## src/logic/adcsq_pkg.sv

```systemverilog
// constants shared by the converter sequencer and its approximation engine
// assumes an 8-bit register port sampled on the rising edge of clk_sys
package adcsq_pkg;
    // ********************************
    // register addresses
    // ********************************
    localparam logic [7:0] ADDR_STATUS = 8'h38;
    localparam logic [7:0] ADDR_DATA = 8'h39;
    localparam logic [7:0] ADDR_CLOCK = 8'h3A;
    localparam logic [7:0] ADDR_PORT_LO = 8'h40;
    localparam logic [7:0] ADDR_PORT_HI = 8'h41;
    localparam logic [7:0] ADDR_DIR_LO = 8'h44;
    localparam logic [7:0] ADDR_DIR_HI = 8'h45;
    // ********************************
    // fields and reset values
    // ********************************
    localparam int FLAG_BIT = 7;
    localparam int IRQEN_BIT = 6;
    localparam int CONT_BIT = 5;
    localparam int CLKSEL_BIT = 4;
    localparam int PRESC_LSB = 5;
    localparam int NUM_CHAN = 15;
    localparam logic [7:0] STATUS_RESET = 8'h1F;
    localparam logic [7:0] CLOCK_RESET = 8'h00;
    localparam logic [4:0] CHAN_OFF = 5'h1F;
    localparam logic [2:0] PRESC_MAX = 3'h4;
    // ********************************
    // conversion timing in converter clocks, and the first trial code
    // ********************************
    localparam logic [4:0] SAMPLE_LAST = 5'h07;
    localparam logic [4:0] CONV_LAST = 5'h0F;
    localparam logic [4:0] CONV_TICKS = 5'h11;
    // arm value: wraps to zero on the partial first tick after a start
    localparam logic [4:0] STEP_ARM = 5'h1F;
    localparam logic [7:0] TRIAL_START = 8'h80;
    typedef enum logic [2:0] {
        SAR_IDLE = 3'h1,
        SAR_SAMPLE = 3'h2,
        SAR_RESOLVE = 3'h4
    } adcsq_state_t;
endpackage

```

## src/logic/adcsq_sar_if.sv

```systemverilog
// link between the sequencer and the approximation engine
// assumes both ends run on clk_sys
`timescale 1ns/1ns
interface adcsq_sar_if;
    logic start;
    logic abort;
    logic tick;
    logic comp_above;
    logic done;
    logic busy;
    logic [7:0] trial;
    logic [7:0] result;
    modport ctrl (
        output start, abort, tick, comp_above,
        input done, busy, trial, result
    );
    modport engine (
        input start, abort, tick, comp_above,
        output done, busy, trial, result
    );
endinterface

```

## src/logic/adcsq_ctrl.sv

```systemverilog
// converter sequencer: registers, converter clock, pin takeover
// assumes single-cycle strobes; the comparator is analog and outside
`timescale 1ns/1ns

// Function
// - each conversion yields an unsigned 8-bit result
// - one converter serves 15 pins through a channel-steered mux
// - finished conversion loads data, then sets flag or interrupts
// - the selected pin is forced to be a converter input
// - unselected pins stay under normal port control
// - port data and direction writes skip the selected pin
// - reading a selected pin gives 0 if input, else the data latch
// - high reference gives full scale, ground gives zero, linear between
// - a status write starts a conversion of 16 to 17 converter clocks
// - converter clock is oscillator or bus clock through a prescaler
// - channel field of 5 bits; all ones powers off and is reset value
// - irq off: done flag sets; status write or data read clears
// - continuous bit repeats conversions, else one conversion
// - irq on: request at end; data read or status write clears
module adcsq_ctrl (
    input wire logic clk_sys,
    input wire logic rst,
    input wire logic [7:0] bus_addr,
    input wire logic [7:0] bus_wdata,
    input wire logic bus_write,
    input wire logic bus_read,
    output logic [7:0] bus_rdata,
    input wire logic oscillator_clock,
    input wire logic comparator_high,
    input wire logic [14:0] pin_in,
    output logic [14:0] pin_out,
    output logic [14:0] pin_oe_n,
    output logic [4:0] channel_select_field,
    output logic [7:0] converter_trial,
    output logic converter_powered,
    output logic irq_req
);
    adcsq_sar_if sar ();

    logic flag_reg;
    logic irq_en_reg;
    logic cont_reg;
    logic [4:0] chan_reg;
    logic [7:0] data_reg;
    logic clk_sel_reg;
    logic [2:0] presc_reg;
    logic [3:0] pre_cnt_reg;
    logic tick_reg;
    logic [14:0] latch_reg;
    logic [14:0] dir_reg;
    logic [14:0] oe_n_reg;
    logic [14:0] sel_vec;
    logic [14:0] port_view;
    logic [7:0] rdata_reg;
    logic powered_reg;
    logic irq_reg;
    logic [3:0] div_mask;
    logic src_en;
    logic wr_status;
    logic rd_data;
    logic wr_chan_on;
    logic restart;
    logic [4:0] tick_seen_reg;

    // ********************************
    // bus decode
    // ********************************
    assign wr_status = bus_write && bus_addr == adcsq_pkg::ADDR_STATUS;
    assign rd_data = bus_read && bus_addr == adcsq_pkg::ADDR_DATA;
    assign wr_chan_on = wr_status && bus_wdata[4:0] != adcsq_pkg::CHAN_OFF;
    assign restart = sar.done && cont_reg
        && chan_reg != adcsq_pkg::CHAN_OFF;

    // ********************************
    // status and control register
    // ********************************
    // mode bits and channel; reset leaves the converter off
    always_ff @(posedge clk_sys) begin
        if (rst) begin
            irq_en_reg <= adcsq_pkg::STATUS_RESET[adcsq_pkg::IRQEN_BIT];
            cont_reg <= adcsq_pkg::STATUS_RESET[adcsq_pkg::CONT_BIT];
            chan_reg <= adcsq_pkg::STATUS_RESET[4:0];
        end else if (wr_status) begin
            irq_en_reg <= bus_wdata[adcsq_pkg::IRQEN_BIT];
            cont_reg <= bus_wdata[adcsq_pkg::CONT_BIT];
            chan_reg <= bus_wdata[4:0];
        end
    end

    // done flag: completion wins over a same-cycle clear
    always_ff @(posedge clk_sys) begin
        if (rst) begin
            flag_reg <= adcsq_pkg::STATUS_RESET[adcsq_pkg::FLAG_BIT];
        end else if (sar.done && !irq_en_reg) begin
            flag_reg <= 1'b1;
        end else if (wr_status) begin
            // set only by a write that also sets the interrupt enable bit
            flag_reg <= bus_wdata[adcsq_pkg::FLAG_BIT]
                && bus_wdata[adcsq_pkg::IRQEN_BIT];
        end else if (rd_data && !irq_en_reg) begin
            flag_reg <= 1'b0;
        end
    end

    // interrupt request: completion wins over a same-cycle clear
    always_ff @(posedge clk_sys) begin
        if (rst) begin
            irq_reg <= 1'b0;
        end else if (sar.done && irq_en_reg) begin
            irq_reg <= 1'b1;
        end else if (wr_status || rd_data) begin
            irq_reg <= 1'b0;
        end
    end

    // only the finished code is ever stored
    always_ff @(posedge clk_sys) begin
        if (rst) begin
            data_reg <= 8'h00;
        end else if (sar.done) begin
            data_reg <= sar.result;
        end
    end

    // ********************************
    // converter clock
    // ********************************
    always_ff @(posedge clk_sys) begin
        if (rst) begin
            clk_sel_reg <= adcsq_pkg::CLOCK_RESET[adcsq_pkg::CLKSEL_BIT];
            presc_reg <= adcsq_pkg::CLOCK_RESET[7:5];
        end else if (bus_write && bus_addr == adcsq_pkg::ADDR_CLOCK) begin
            clk_sel_reg <= bus_wdata[adcsq_pkg::CLKSEL_BIT];
            presc_reg <= bus_wdata[adcsq_pkg::PRESC_LSB +: 3];
        end
    end

    // divide by 1, 2, 4, 8 or 16; codes above 4 saturate
    assign div_mask = (presc_reg >= adcsq_pkg::PRESC_MAX) ? 4'hF
        : 4'((5'h01 << presc_reg) - 5'h01);
    assign src_en = clk_sel_reg ? 1'b1 : oscillator_clock;

    // free running, so the first tick after a start lands anywhere
    // within one converter clock: hence 16 to 17 clocks per conversion
    always_ff @(posedge clk_sys) begin
        if (rst) begin
            pre_cnt_reg <= 4'h0;
            tick_reg <= 1'b0;
        end else begin
            tick_reg <= 1'b0;
            if (src_en) begin
                if (pre_cnt_reg >= div_mask) begin
                    pre_cnt_reg <= 4'h0;
                    tick_reg <= 1'b1;
                end else begin
                    pre_cnt_reg <= pre_cnt_reg + 4'h1;
                end
            end
        end
    end

    // ********************************
    // approximation engine
    // ********************************
    // a write restarts; a power-off write aborts
    always_comb begin
        sar.start = wr_chan_on || (restart && !wr_status);
        sar.abort = wr_status && !wr_chan_on;
        sar.tick = tick_reg;
        sar.comp_above = comparator_high;
    end

    adcsq_sar u_sar (
        .clk_sys(clk_sys),
        .rst(rst),
        .sar(sar.engine)
    );

    // ********************************
    // shared port pins
    // ********************************
    // one generate loop per pin: takeover, masked writes, read view
    for (genvar i = 0; i < adcsq_pkg::NUM_CHAN; i++) begin : g_pin
        localparam logic [7:0] LATCH_ADDR = (i < 8)
            ? adcsq_pkg::ADDR_PORT_LO : adcsq_pkg::ADDR_PORT_HI;
        localparam logic [7:0] DIR_ADDR = (i < 8)
            ? adcsq_pkg::ADDR_DIR_LO : adcsq_pkg::ADDR_DIR_HI;
        localparam int LANE = i % 8;

        assign sel_vec[i] = chan_reg == 5'(i);

        // selected pin ignores port writes
        always_ff @(posedge clk_sys) begin
            if (rst) begin
                latch_reg[i] <= 1'b0;
                dir_reg[i] <= 1'b0;
            end else if (!sel_vec[i]) begin
                if (bus_write && bus_addr == LATCH_ADDR) begin
                    latch_reg[i] <= bus_wdata[LANE];
                end
                if (bus_write && bus_addr == DIR_ADDR) begin
                    dir_reg[i] <= bus_wdata[LANE];
                end
            end
        end

        // selected pin is released to the analog input
        always_ff @(posedge clk_sys) begin
            if (rst) begin
                oe_n_reg[i] <= 1'b1;
            end else begin
                oe_n_reg[i] <= sel_vec[i] || !dir_reg[i];
            end
        end

        // digital read of a converter pin never sees the analog level
        assign port_view[i] = dir_reg[i] ? latch_reg[i]
            : (sel_vec[i] ? 1'b0 : pin_in[i]);
    end

    // ********************************
    // read port
    // ********************************
    // data stand only in the cycle after the strobe
    always_ff @(posedge clk_sys) begin
        if (rst || !bus_read) begin
            rdata_reg <= 8'h00;
        end else begin
            unique case (bus_addr)
                adcsq_pkg::ADDR_STATUS:
                    rdata_reg <= {flag_reg, irq_en_reg, cont_reg, chan_reg};
                adcsq_pkg::ADDR_DATA: rdata_reg <= data_reg;
                adcsq_pkg::ADDR_CLOCK:
                    rdata_reg <= {presc_reg, clk_sel_reg, 4'h0};
                adcsq_pkg::ADDR_PORT_LO: rdata_reg <= port_view[7:0];
                adcsq_pkg::ADDR_PORT_HI: rdata_reg <= {1'b0, port_view[14:8]};
                adcsq_pkg::ADDR_DIR_LO: rdata_reg <= dir_reg[7:0];
                adcsq_pkg::ADDR_DIR_HI: rdata_reg <= {1'b0, dir_reg[14:8]};
                default: rdata_reg <= 8'h00;
            endcase
        end
    end

    // power state mirrors the channel field
    always_ff @(posedge clk_sys) begin
        if (rst) begin
            powered_reg <= 1'b0;
        end else begin
            powered_reg <= chan_reg != adcsq_pkg::CHAN_OFF;
        end
    end

    assign bus_rdata = rdata_reg;
    assign pin_out = latch_reg;
    assign pin_oe_n = oe_n_reg;
    assign channel_select_field = chan_reg;
    assign converter_trial = sar.trial;
    assign converter_powered = powered_reg;
    assign irq_req = irq_reg;

    // ********************************
    // checks
    // ********************************
    // converter clocks counted since the last start
    always_ff @(posedge clk_sys) begin
        if (rst || sar.start) begin
            tick_seen_reg <= 5'h00;
        end else if (tick_reg && sar.busy) begin
            tick_seen_reg <= tick_seen_reg + 5'h01;
        end
    end
endmodule

```

## src/logic/adcsq_sar.sv

```systemverilog
// successive approximation engine: sample phase, then one bit per tick
// assumes tick is a one-cycle enable and comp_above is synchronous
`timescale 1ns/1ns
module adcsq_sar (
    input wire logic clk_sys,
    input wire logic rst,
    adcsq_sar_if.engine sar
);
    adcsq_pkg::adcsq_state_t state_reg;
    logic [4:0] step_reg;
    logic [7:0] trial_reg;
    logic [7:0] trial_next;
    logic [7:0] result_reg;
    logic done_reg;
    logic [2:0] bit_idx;
    logic last_tick;

    // ********************************
    // bit resolution
    // ********************************
    // steps 8..15 map onto bits 7..0
    assign bit_idx = ~step_reg[2:0];
    assign last_tick = sar.tick && state_reg == adcsq_pkg::SAR_RESOLVE
        && step_reg == adcsq_pkg::CONV_LAST;

    // keep or drop the bit on trial, then try the next lower one
    always_comb begin
        trial_next = trial_reg;
        trial_next[bit_idx] = sar.comp_above;
        if (bit_idx != 3'h0) begin
            trial_next[bit_idx - 3'h1] = 1'b1;
        end
    end

    // ********************************
    // sequencing
    // ********************************
    // start beats abort so a rewrite restarts cleanly
    always_ff @(posedge clk_sys) begin
        if (rst) begin
            state_reg <= adcsq_pkg::SAR_IDLE;
        end else if (sar.start) begin
            state_reg <= adcsq_pkg::SAR_SAMPLE;
        end else if (sar.abort) begin
            state_reg <= adcsq_pkg::SAR_IDLE;
        end else if (sar.tick) begin
            unique case (state_reg)
                adcsq_pkg::SAR_IDLE: begin
                    state_reg <= adcsq_pkg::SAR_IDLE;
                end
                adcsq_pkg::SAR_SAMPLE: begin
                    if (step_reg == adcsq_pkg::SAMPLE_LAST) begin
                        state_reg <= adcsq_pkg::SAR_RESOLVE;
                    end
                end
                adcsq_pkg::SAR_RESOLVE: begin
                    if (step_reg == adcsq_pkg::CONV_LAST) begin
                        state_reg <= adcsq_pkg::SAR_IDLE;
                    end
                end
            endcase
        end
    end

    // converter clock count within one conversion; the first tick after a
    // start is only a partial converter clock, so it is spent settling and
    // the conversion spans 16 to 17 full converter clocks
    always_ff @(posedge clk_sys) begin
        if (rst) begin
            step_reg <= 5'h00;
        end else if (sar.start) begin
            step_reg <= adcsq_pkg::STEP_ARM;
        end else if (sar.abort) begin
            step_reg <= 5'h00;
        end else if (sar.tick && state_reg != adcsq_pkg::SAR_IDLE) begin
            step_reg <= step_reg + 5'h01;
        end
    end

    // trial code drives the comparator reference
    always_ff @(posedge clk_sys) begin
        if (rst) begin
            trial_reg <= 8'h00;
        end else if (sar.start) begin
            trial_reg <= adcsq_pkg::TRIAL_START;
        end else if (!sar.abort && sar.tick
                && state_reg == adcsq_pkg::SAR_RESOLVE) begin
            trial_reg <= trial_next;
        end
    end

    // finished code and a one-cycle done pulse
    always_ff @(posedge clk_sys) begin
        if (rst) begin
            result_reg <= 8'h00;
            done_reg <= 1'b0;
        end else begin
            done_reg <= last_tick && !sar.start && !sar.abort;
            if (last_tick && !sar.start && !sar.abort) begin
                result_reg <= trial_next;
            end
        end
    end

    assign sar.trial = trial_reg;
    assign sar.result = result_reg;
    assign sar.done = done_reg;
    assign sar.busy = state_reg != adcsq_pkg::SAR_IDLE;
endmodule

```

## config.mk

```make
export PLATFORM = sky130hd
export DESIGN_NAME = adcsq_ctrl
export DESIGN_NICKNAME = d
export VERILOG_FILES = /design/src/logic/adcsq_pkg.sv /design/src/logic/adcsq_sar_if.sv /design/src/logic/adcsq_ctrl.sv /design/src/logic/adcsq_sar.sv
export SDC_FILE = /design/constraint.sdc
export NUM_CORES = 1
export LEC_CHECK = 0
export BUFFER_PORTS_ARGS = -buffer_cell sky130_fd_sc_hd__buf_2
export CAP_MARGIN = 20
export CORE_AREA = 8 8 105 107
export CTS_BUF_LIST = sky130_fd_sc_hd__clkbuf_16
export CTS_CLUSTER_DIAMETER = 40
export CTS_CLUSTER_SIZE = 20
export DETAILED_ROUTE_END_ITERATION = 8
export DIE_AREA = 0 0 113 115
export PLACE_DENSITY = 0.88
export SLEW_MARGIN = 20
export SYNTH_ARGS = -nofsm -noshare
export SYNTH_HDL_FRONTEND = slang
export SYNTH_SLANG_ARGS = --single-unit
```

## constraint.sdc

```tcl
create_clock -name clk_sys -period 3.3 [get_ports clk_sys]
set_clock_uncertainty 0.1 [all_clocks]
set_input_delay 0.99 -clock clk_sys [delete_from_list [all_inputs] [get_ports clk_sys]]
set_output_delay 0.99 -clock clk_sys [all_outputs]
set_load 0.03 [all_outputs]
```

# ---- After elaboration in Yosys (flattened, before gate mapping)
# Cells that the tools add are included.
dict set report totals {
  regBits 105
  in_bits 37
  out_inout_bits 53
  elab_cells 289
}
dict set report classes {
  add_sub_neg 4
  order_cmp 6
  n_eq_ne 33
  n_shift 1
  mux 57
  n_bitwise 18
  reduce_logical 106
}
# operator count
set op_table {}
lappend op_table {{$reduce_and A2 Y1} 30}
lappend op_table {{$pmux W8 S7} 1}
lappend op_table {{$eq A5 B4 Y1 const B} 8}
lappend op_table {{$mux W1} 39}
lappend op_table {{$eq A8 B7 Y1 const B} 4}
lappend op_table {{$eq A5 B3 Y1 const B} 5}
lappend op_table {{$logic_and A1 B1 Y1} 25}
lappend op_table {{$eq A8 B6 Y1 const B} 3}
lappend op_table {{$mux W8} 3}
lappend op_table {{$logic_not A1 Y1} 21}
lappend op_table {{$logic_or A1 B1 Y1} 18}
lappend op_table {{$not A1 Y1} 16}
lappend op_table {{$mux W5} 3}
lappend op_table {{$reduce_bool A3 Y1} 4}
lappend op_table {{$eq A5 B2 Y1 const B} 2}
lappend op_table {{$ne A5 B5 Y1 const B} 2}
lappend op_table {{$pmux W3 S3} 1}
lappend op_table {{$bwmux W8} 1}
lappend op_table {{$lt A3 B4 Y1 const B} 2}
lappend op_table {{$mux W4} 2}
lappend op_table {{$or A8 B8 Y8} 1}
lappend op_table {{$demux W1 S3} 2}
lappend op_table {{$ge A3 B1 Y1 const B} 2}
lappend op_table {{$mux W2} 3}
lappend op_table {{other kinds (23)} 27}

# ---- Longest topological paths before layout
dict set report depth {
  ltp_word 10
  depth_mapped 7
  ltp_nobuf 7
}

# ---- By module
# A second synthesis with hierarchy kept.
dict set report hier_totals {
  hier_cells 651
  hier_area_um2 5276.3
}
# module instances cells_per_inst area_each_um2 seq_area_each_um2
set by_module_without_submodules {}
lappend by_module_without_submodules {adcsq_ctrl 1 482 3903.7 1601.5}
lappend by_module_without_submodules {adcsq_sar 1 169 1372.6 500.5}

# ---- Worst setup path after synthesis
# No wires, ideal clock.
dict set report synth_timing {
  kind {input port to flip-flop}
  startpoint {input bus_addr[0]}
  endpoint {register dir_reg[4]}
  setup_ps 128
  t_arrival_ps 2532
  required_time_ps 3072
  path_slack_ps 540
  cell_stages 7
  n_path_buf 2
  path_cell_list {buf_4 -> or3b_4 -> or4_1 -> buf_2 -> a21oi_1 -> mux2i_1 -> nor2_1}
}
dict set report synth_between {
  elab_chain_len 3
}
# element line_no
set synth_rtl {}
lappend synth_rtl {{from (decl)} adcsq_ctrl.sv:23} ;# input wire logic [7:0] bus_addr,
lappend synth_rtl {{$eq A8 B7 Y1} adcsq_ctrl.sv:201} ;# if (bus_write && bus_addr == DIR_ADDR) begin
lappend synth_rtl {{$logic_and A1 B1 Y1} adcsq_ctrl.sv:201}
lappend synth_rtl {{$reduce_and A2 Y1 (no line)} -}
lappend synth_rtl {{to (signal, indexed assignment)} adcsq_ctrl.sv:202} ;# dir_reg[i] <= bus_wdata[LANE];
lappend synth_rtl {{to (decl)} adcsq_ctrl.sv:50} ;# logic [14:0] dir_reg;
# Every way passes these cells.
# A chain may end at the register's enable or synchronous reset.

# ---- Final worst setup path
dict set report layout_timing {
  startpoint {input bus_addr[2]}
  endpoint {register u_sar.step_reg[2]}
}
dict set report layout_between {
  elab_chain_len 7
  word_cells_on_any_way 11
  cone_classes {1 x eq/ne; 2 x mux; 8 x reduce/logical}
}
# element line_no
set layout_rtl {}
lappend layout_rtl {{$eq A8 B6 Y1 (*)} adcsq_ctrl.sv:68} ;# assign wr_status = bus_write && bus_addr == adcsq_pkg::ADDR_STATUS;
lappend layout_rtl {{$logic_and A1 B1 Y1 (*)} adcsq_ctrl.sv:68}
lappend layout_rtl {{$logic_and A1 B1 Y1} adcsq_ctrl.sv:70} ;# assign wr_chan_on = wr_status && bus_wdata[4:0] != adcsq_pkg::CHAN_OFF;
lappend layout_rtl {{$logic_not A1 Y1} adcsq_ctrl.sv:168} ;# sar.abort = wr_status && !wr_chan_on;
lappend layout_rtl {{$logic_and A1 B1 Y1} adcsq_ctrl.sv:168}
lappend layout_rtl {{$mux W5} adcsq_sar.sv:73} ;# end else if (sar.abort) begin
lappend layout_rtl {{$mux W5} adcsq_sar.sv:71} ;# end else if (sar.start) begin
lappend layout_rtl {{to (signal assigned)} adcsq_sar.sv:72} ;# step_reg <= adcsq_pkg::STEP_ARM;
lappend layout_rtl {{to (signal assigned)} adcsq_sar.sv:76} ;# step_reg <= step_reg + 5'h01;
lappend layout_rtl {{to (decl)} adcsq_sar.sv:10} ;# logic [4:0] step_reg;
# Mark *: on every way between the ends. The rest lies on a longest branch, timed or not.

==> impl_metrics.json <==
{
  "post_synth_main_area_contributors": "dfxtp_1 42%, mux2i_1 9.9%, nand2_1 6.4%, a21oi_1 5.6%, nand3_1 4.7%",
  "synth_top_family_by_area": "simple AND/OR/NAND/NOR gates",
  "drt_iter0_markers": 478,
  "worstMarginPinSlew_ps": 822,
  "powerDensity_nw_per_um2": 414,
  "met3_usage_pct": 5.62,
  "worstPathArrival_ps": 2800,
  "switching_share_pct": 22.5,
  "syn_area_sq_um": 5060,
  "critPathRequiredTime_ps": 3430,
  "worstSetupEndpointType": "flip-flop",
  "synthAdderAreaFrac_pct": 2.23,
  "yosysWarnings": 0,
  "max-clock-path-buffers": 2,
  "p_leak_uw": 0.00217,
  "slew_viol_final": 0,
  "r2r-end": "u_sar.sar.result[5]",
  "gp_congestion": 0.974,
  "avgViaCountPerCell": 6.11,
  "hold_end": "pin_oe_n[8]",
  "worstHoldStart": "dir_reg[8]",
  "core_sq_um": 9460,
  "synth_fp_nets": 647,
  "synth-simple-area-share_pct": 26.1,
  "cts-root-buf": "clkbuf_16",
  "drive_gt1_share_pct": 19.2,
  "die_w_um": 113,
  "ios": 90,
  "grt-ovfl-total": 0,
  "ys_ff_latch": 105,
  "rsz0062_at_grt": "false",
  "vdd_drop_max_mv": 0.274,
  "dieHeight_um": 115,
  "cts_buffers": 9,
  "async_flop_share_pct": 0,
  "critPathMaxFanout": 16,
  "rows": 36,
  "yosysTopAreaCellShare_pct": 41.6,
  "die-area_sq_um": 13000,
  "cp-startpoint": "bus_addr[2]",
  "switchingPower_uw": 551,
  "port_buffers": 89,
  "synthMuxAreaShare_pct": 9.89,
  "clock.fmax_mhz": 375,
  "ys.flop_type": "dfxtp_1",
  "cts.clk_slew.worst_paths_ps": 70,
  "critPathMaxStageDelay_ps": 560,
  "intPower_uw": 1900,
  "synth_compound_area_share_pct": 16.2,
  "grt_use_met1_pct": 25.4,
  "period_minus_slack_ps": 2670,
  "whs_path_depth": 1,
  "grt_use_met2_pct": 39.9,
  "grt_max_degree": 42,
  "diodes": 0,
  "timing_worst_setup_path_type": "in2reg",
  "tritoncts": "done",
  "vias": 4910,
  "hold_slack_ps": 343,
  "numClockSinks": 105,
  "layout_common_cells": "105 x dfxtp_1, 89 x buf_2, 86 x nand2_1",
  "synth.distinct_cells": 59,
  "cap_violations": 0,
  "grt_pass1_vias": 4902,
  "antenna_found_initial": 1,
  "tns_ps": 0,
  "fin_crit_sh_pct": 80.8,
  "cp.buffers_inverters": 1,
  "relSlewSlack_pct": 45.1,
  "syn_avg_cell_area_sq_um": 8.42,
  "htree_levels": 3,
  "grt_pass1_wl_um": 23900,
  "synth_edf_count": 0,
  "grt_util_all_layers_pct": 23.0,
  "cts_setup_buffers": 0,
  "dp_hpwl_um": 11000,
  "postCtsHoldBufs": 0,
  "synth_cells": 601,
  "start_kind": "input port",
  "cts_resized": 0,
  "critPathSlowestCell": "nor4_4",
  "clock_latency_ps": 340,
  "combPwrFrac_pct": 5.4,
  "p_seq_share_pct": 52.1,
  "hold_viol_final": 0,
  "worstPathCellList": "buf_2, nand2b_1, or2_1, nor4_4, nor2_1, a32o_1",
  "yosysSeqAreaShare_pct": 41.6,
  "first_pass_iters": 6,
  "hp-class": "reg2reg",
  "nFillCells": 820,
  "wl_per_cell_um": 18.7,
  "power_frac_clock_pct": 42.6,
  "synth-xor-area-share_pct": 0.866,
  "setup_viol": 0,
  "drc": 0,
  "crit_family": "simple AND/OR/NAND/NOR gates",
  "synth_top_area_cell": "dfxtp_1",
  "ff2ff_path_depth": 7,
  "layout_commonest_cell": "dfxtp_1",
  "status": "finished clean",
  "r2r_start": "u_sar.step_reg[0]",
  "drt-total-wl_um": 15000,
  "layout.nets": 731,
  "rrSetupSlack_ps": 710,
  "initial_core_util_pct": 53.5,
  "area_growth_syn_to_layout_pct": 16.8,
  "grt.busiest_layer": "met2",
  "antenna_left": 0
}
## worst max path at each step
stage	depth (start not counted)	slack, ps	to
after floorplan	7	540	dir_reg[4]
after global placement	6	330	dir_reg[7]
after detailed placement	6	290	u_sar.step_reg[2]
after CTS	6	670	dir_reg[2]
after global routing	6	490	u_sar.step_reg[2]
final	6	630	u_sar.step_reg[2]
## per-stage QoR
step                utilization, %  instance area [sq um]  setup WS (ps)  total power, uW  instances
floorplan                        -                   5060            540             1370        601
global route                  62.5                   5910            493             2520        803
CTS                           62.5                   5910            666             2460        803
detailed placement            59.5                   5620            292             1430        788
finish                        62.5                   5910            632             2450        803
global placement              59.5                   5620            331             1430        788
## cells by family after synthesis
logic type	after synthesis
mux	50
compound gates	129
fa+ha+maj	9
buf+inv	40
flops	105
simple gates	263
xor+xnor	5
## metal layers
layer | share of wire (%) | wire length [um]
met1 | 40 | 5940
met2 | 49 | 7350
met3 | 8.2 | 1230
met4 | 3.2 | 475
met5 | 0.053 | 8
## Yosys cell counts (2+ instances only)
master	count
nor2b_1	6
o22a_1	2
nand3_1	48
clkbuf_1	16
a21o_1	4
inv_1	10
nor3_2	2
nor3_1	8
nor3b_1	7
nand2b_1	2
a211o_1	7
a31oi_1	15
nand4_1	2
buf_1	6
xor2_1	3
nand2_1	86
a221oi_1	4
a41oi_1	2
dfxtp_1	105
or3_1	4
a21oi_1	57
buf_2	6
a311oi_1	2
mux2i_1	50
xnor2_1	2
a32o_1	3
nor2_1	59
o32a_1	6
and3b_1	5
nand3b_1	4
and2_1	7
o21ai_0	16
a32oi_1	2
and3_1	3
or2_2	3
nor4_2	3
o31ai_1	2
ha_1	9
or4_1	3
## layout make-up
| cell class | instances | area (sq um) | area share, % |
|---|---|---|---|
| Sequential cell | 105 | 2100 | 35.6 |
| Timing Repair Buffer | 102 | 543 | 9.19 |
| Inverter | 11 | 41.3 | 0.699 |
| Multi-Input combinational cell | 456 | 2800 | 47.3 |
| Clock inverter | 6 | 61.3 | 1.04 |
| Tap cell | 114 | 143 | 2.41 |
| Clock buffer | 9 | 225 | 3.81 |
## worst register-to-register path: cells and delay by family, from the launching register on
kind | cells | cell delay, ps
adder cells (fa/ha/maj) | 2 | 490
flip-flops | 1 | 780
multiplexers | 1 | 290
AND/OR/NAND/NOR | 4 | 800
## power by group through the flow
stage               combinational [uW]  clock (uW)  sequential (uW)
floorplan                         68.7           0             1300
global placement                   123           0             1300
detailed placement                 127           0             1300
CTS                                128        1050             1270
global route                       140        1110             1270
finish                             131        1040             1270
No activity file was read; power rests on OpenSTA's default activity.
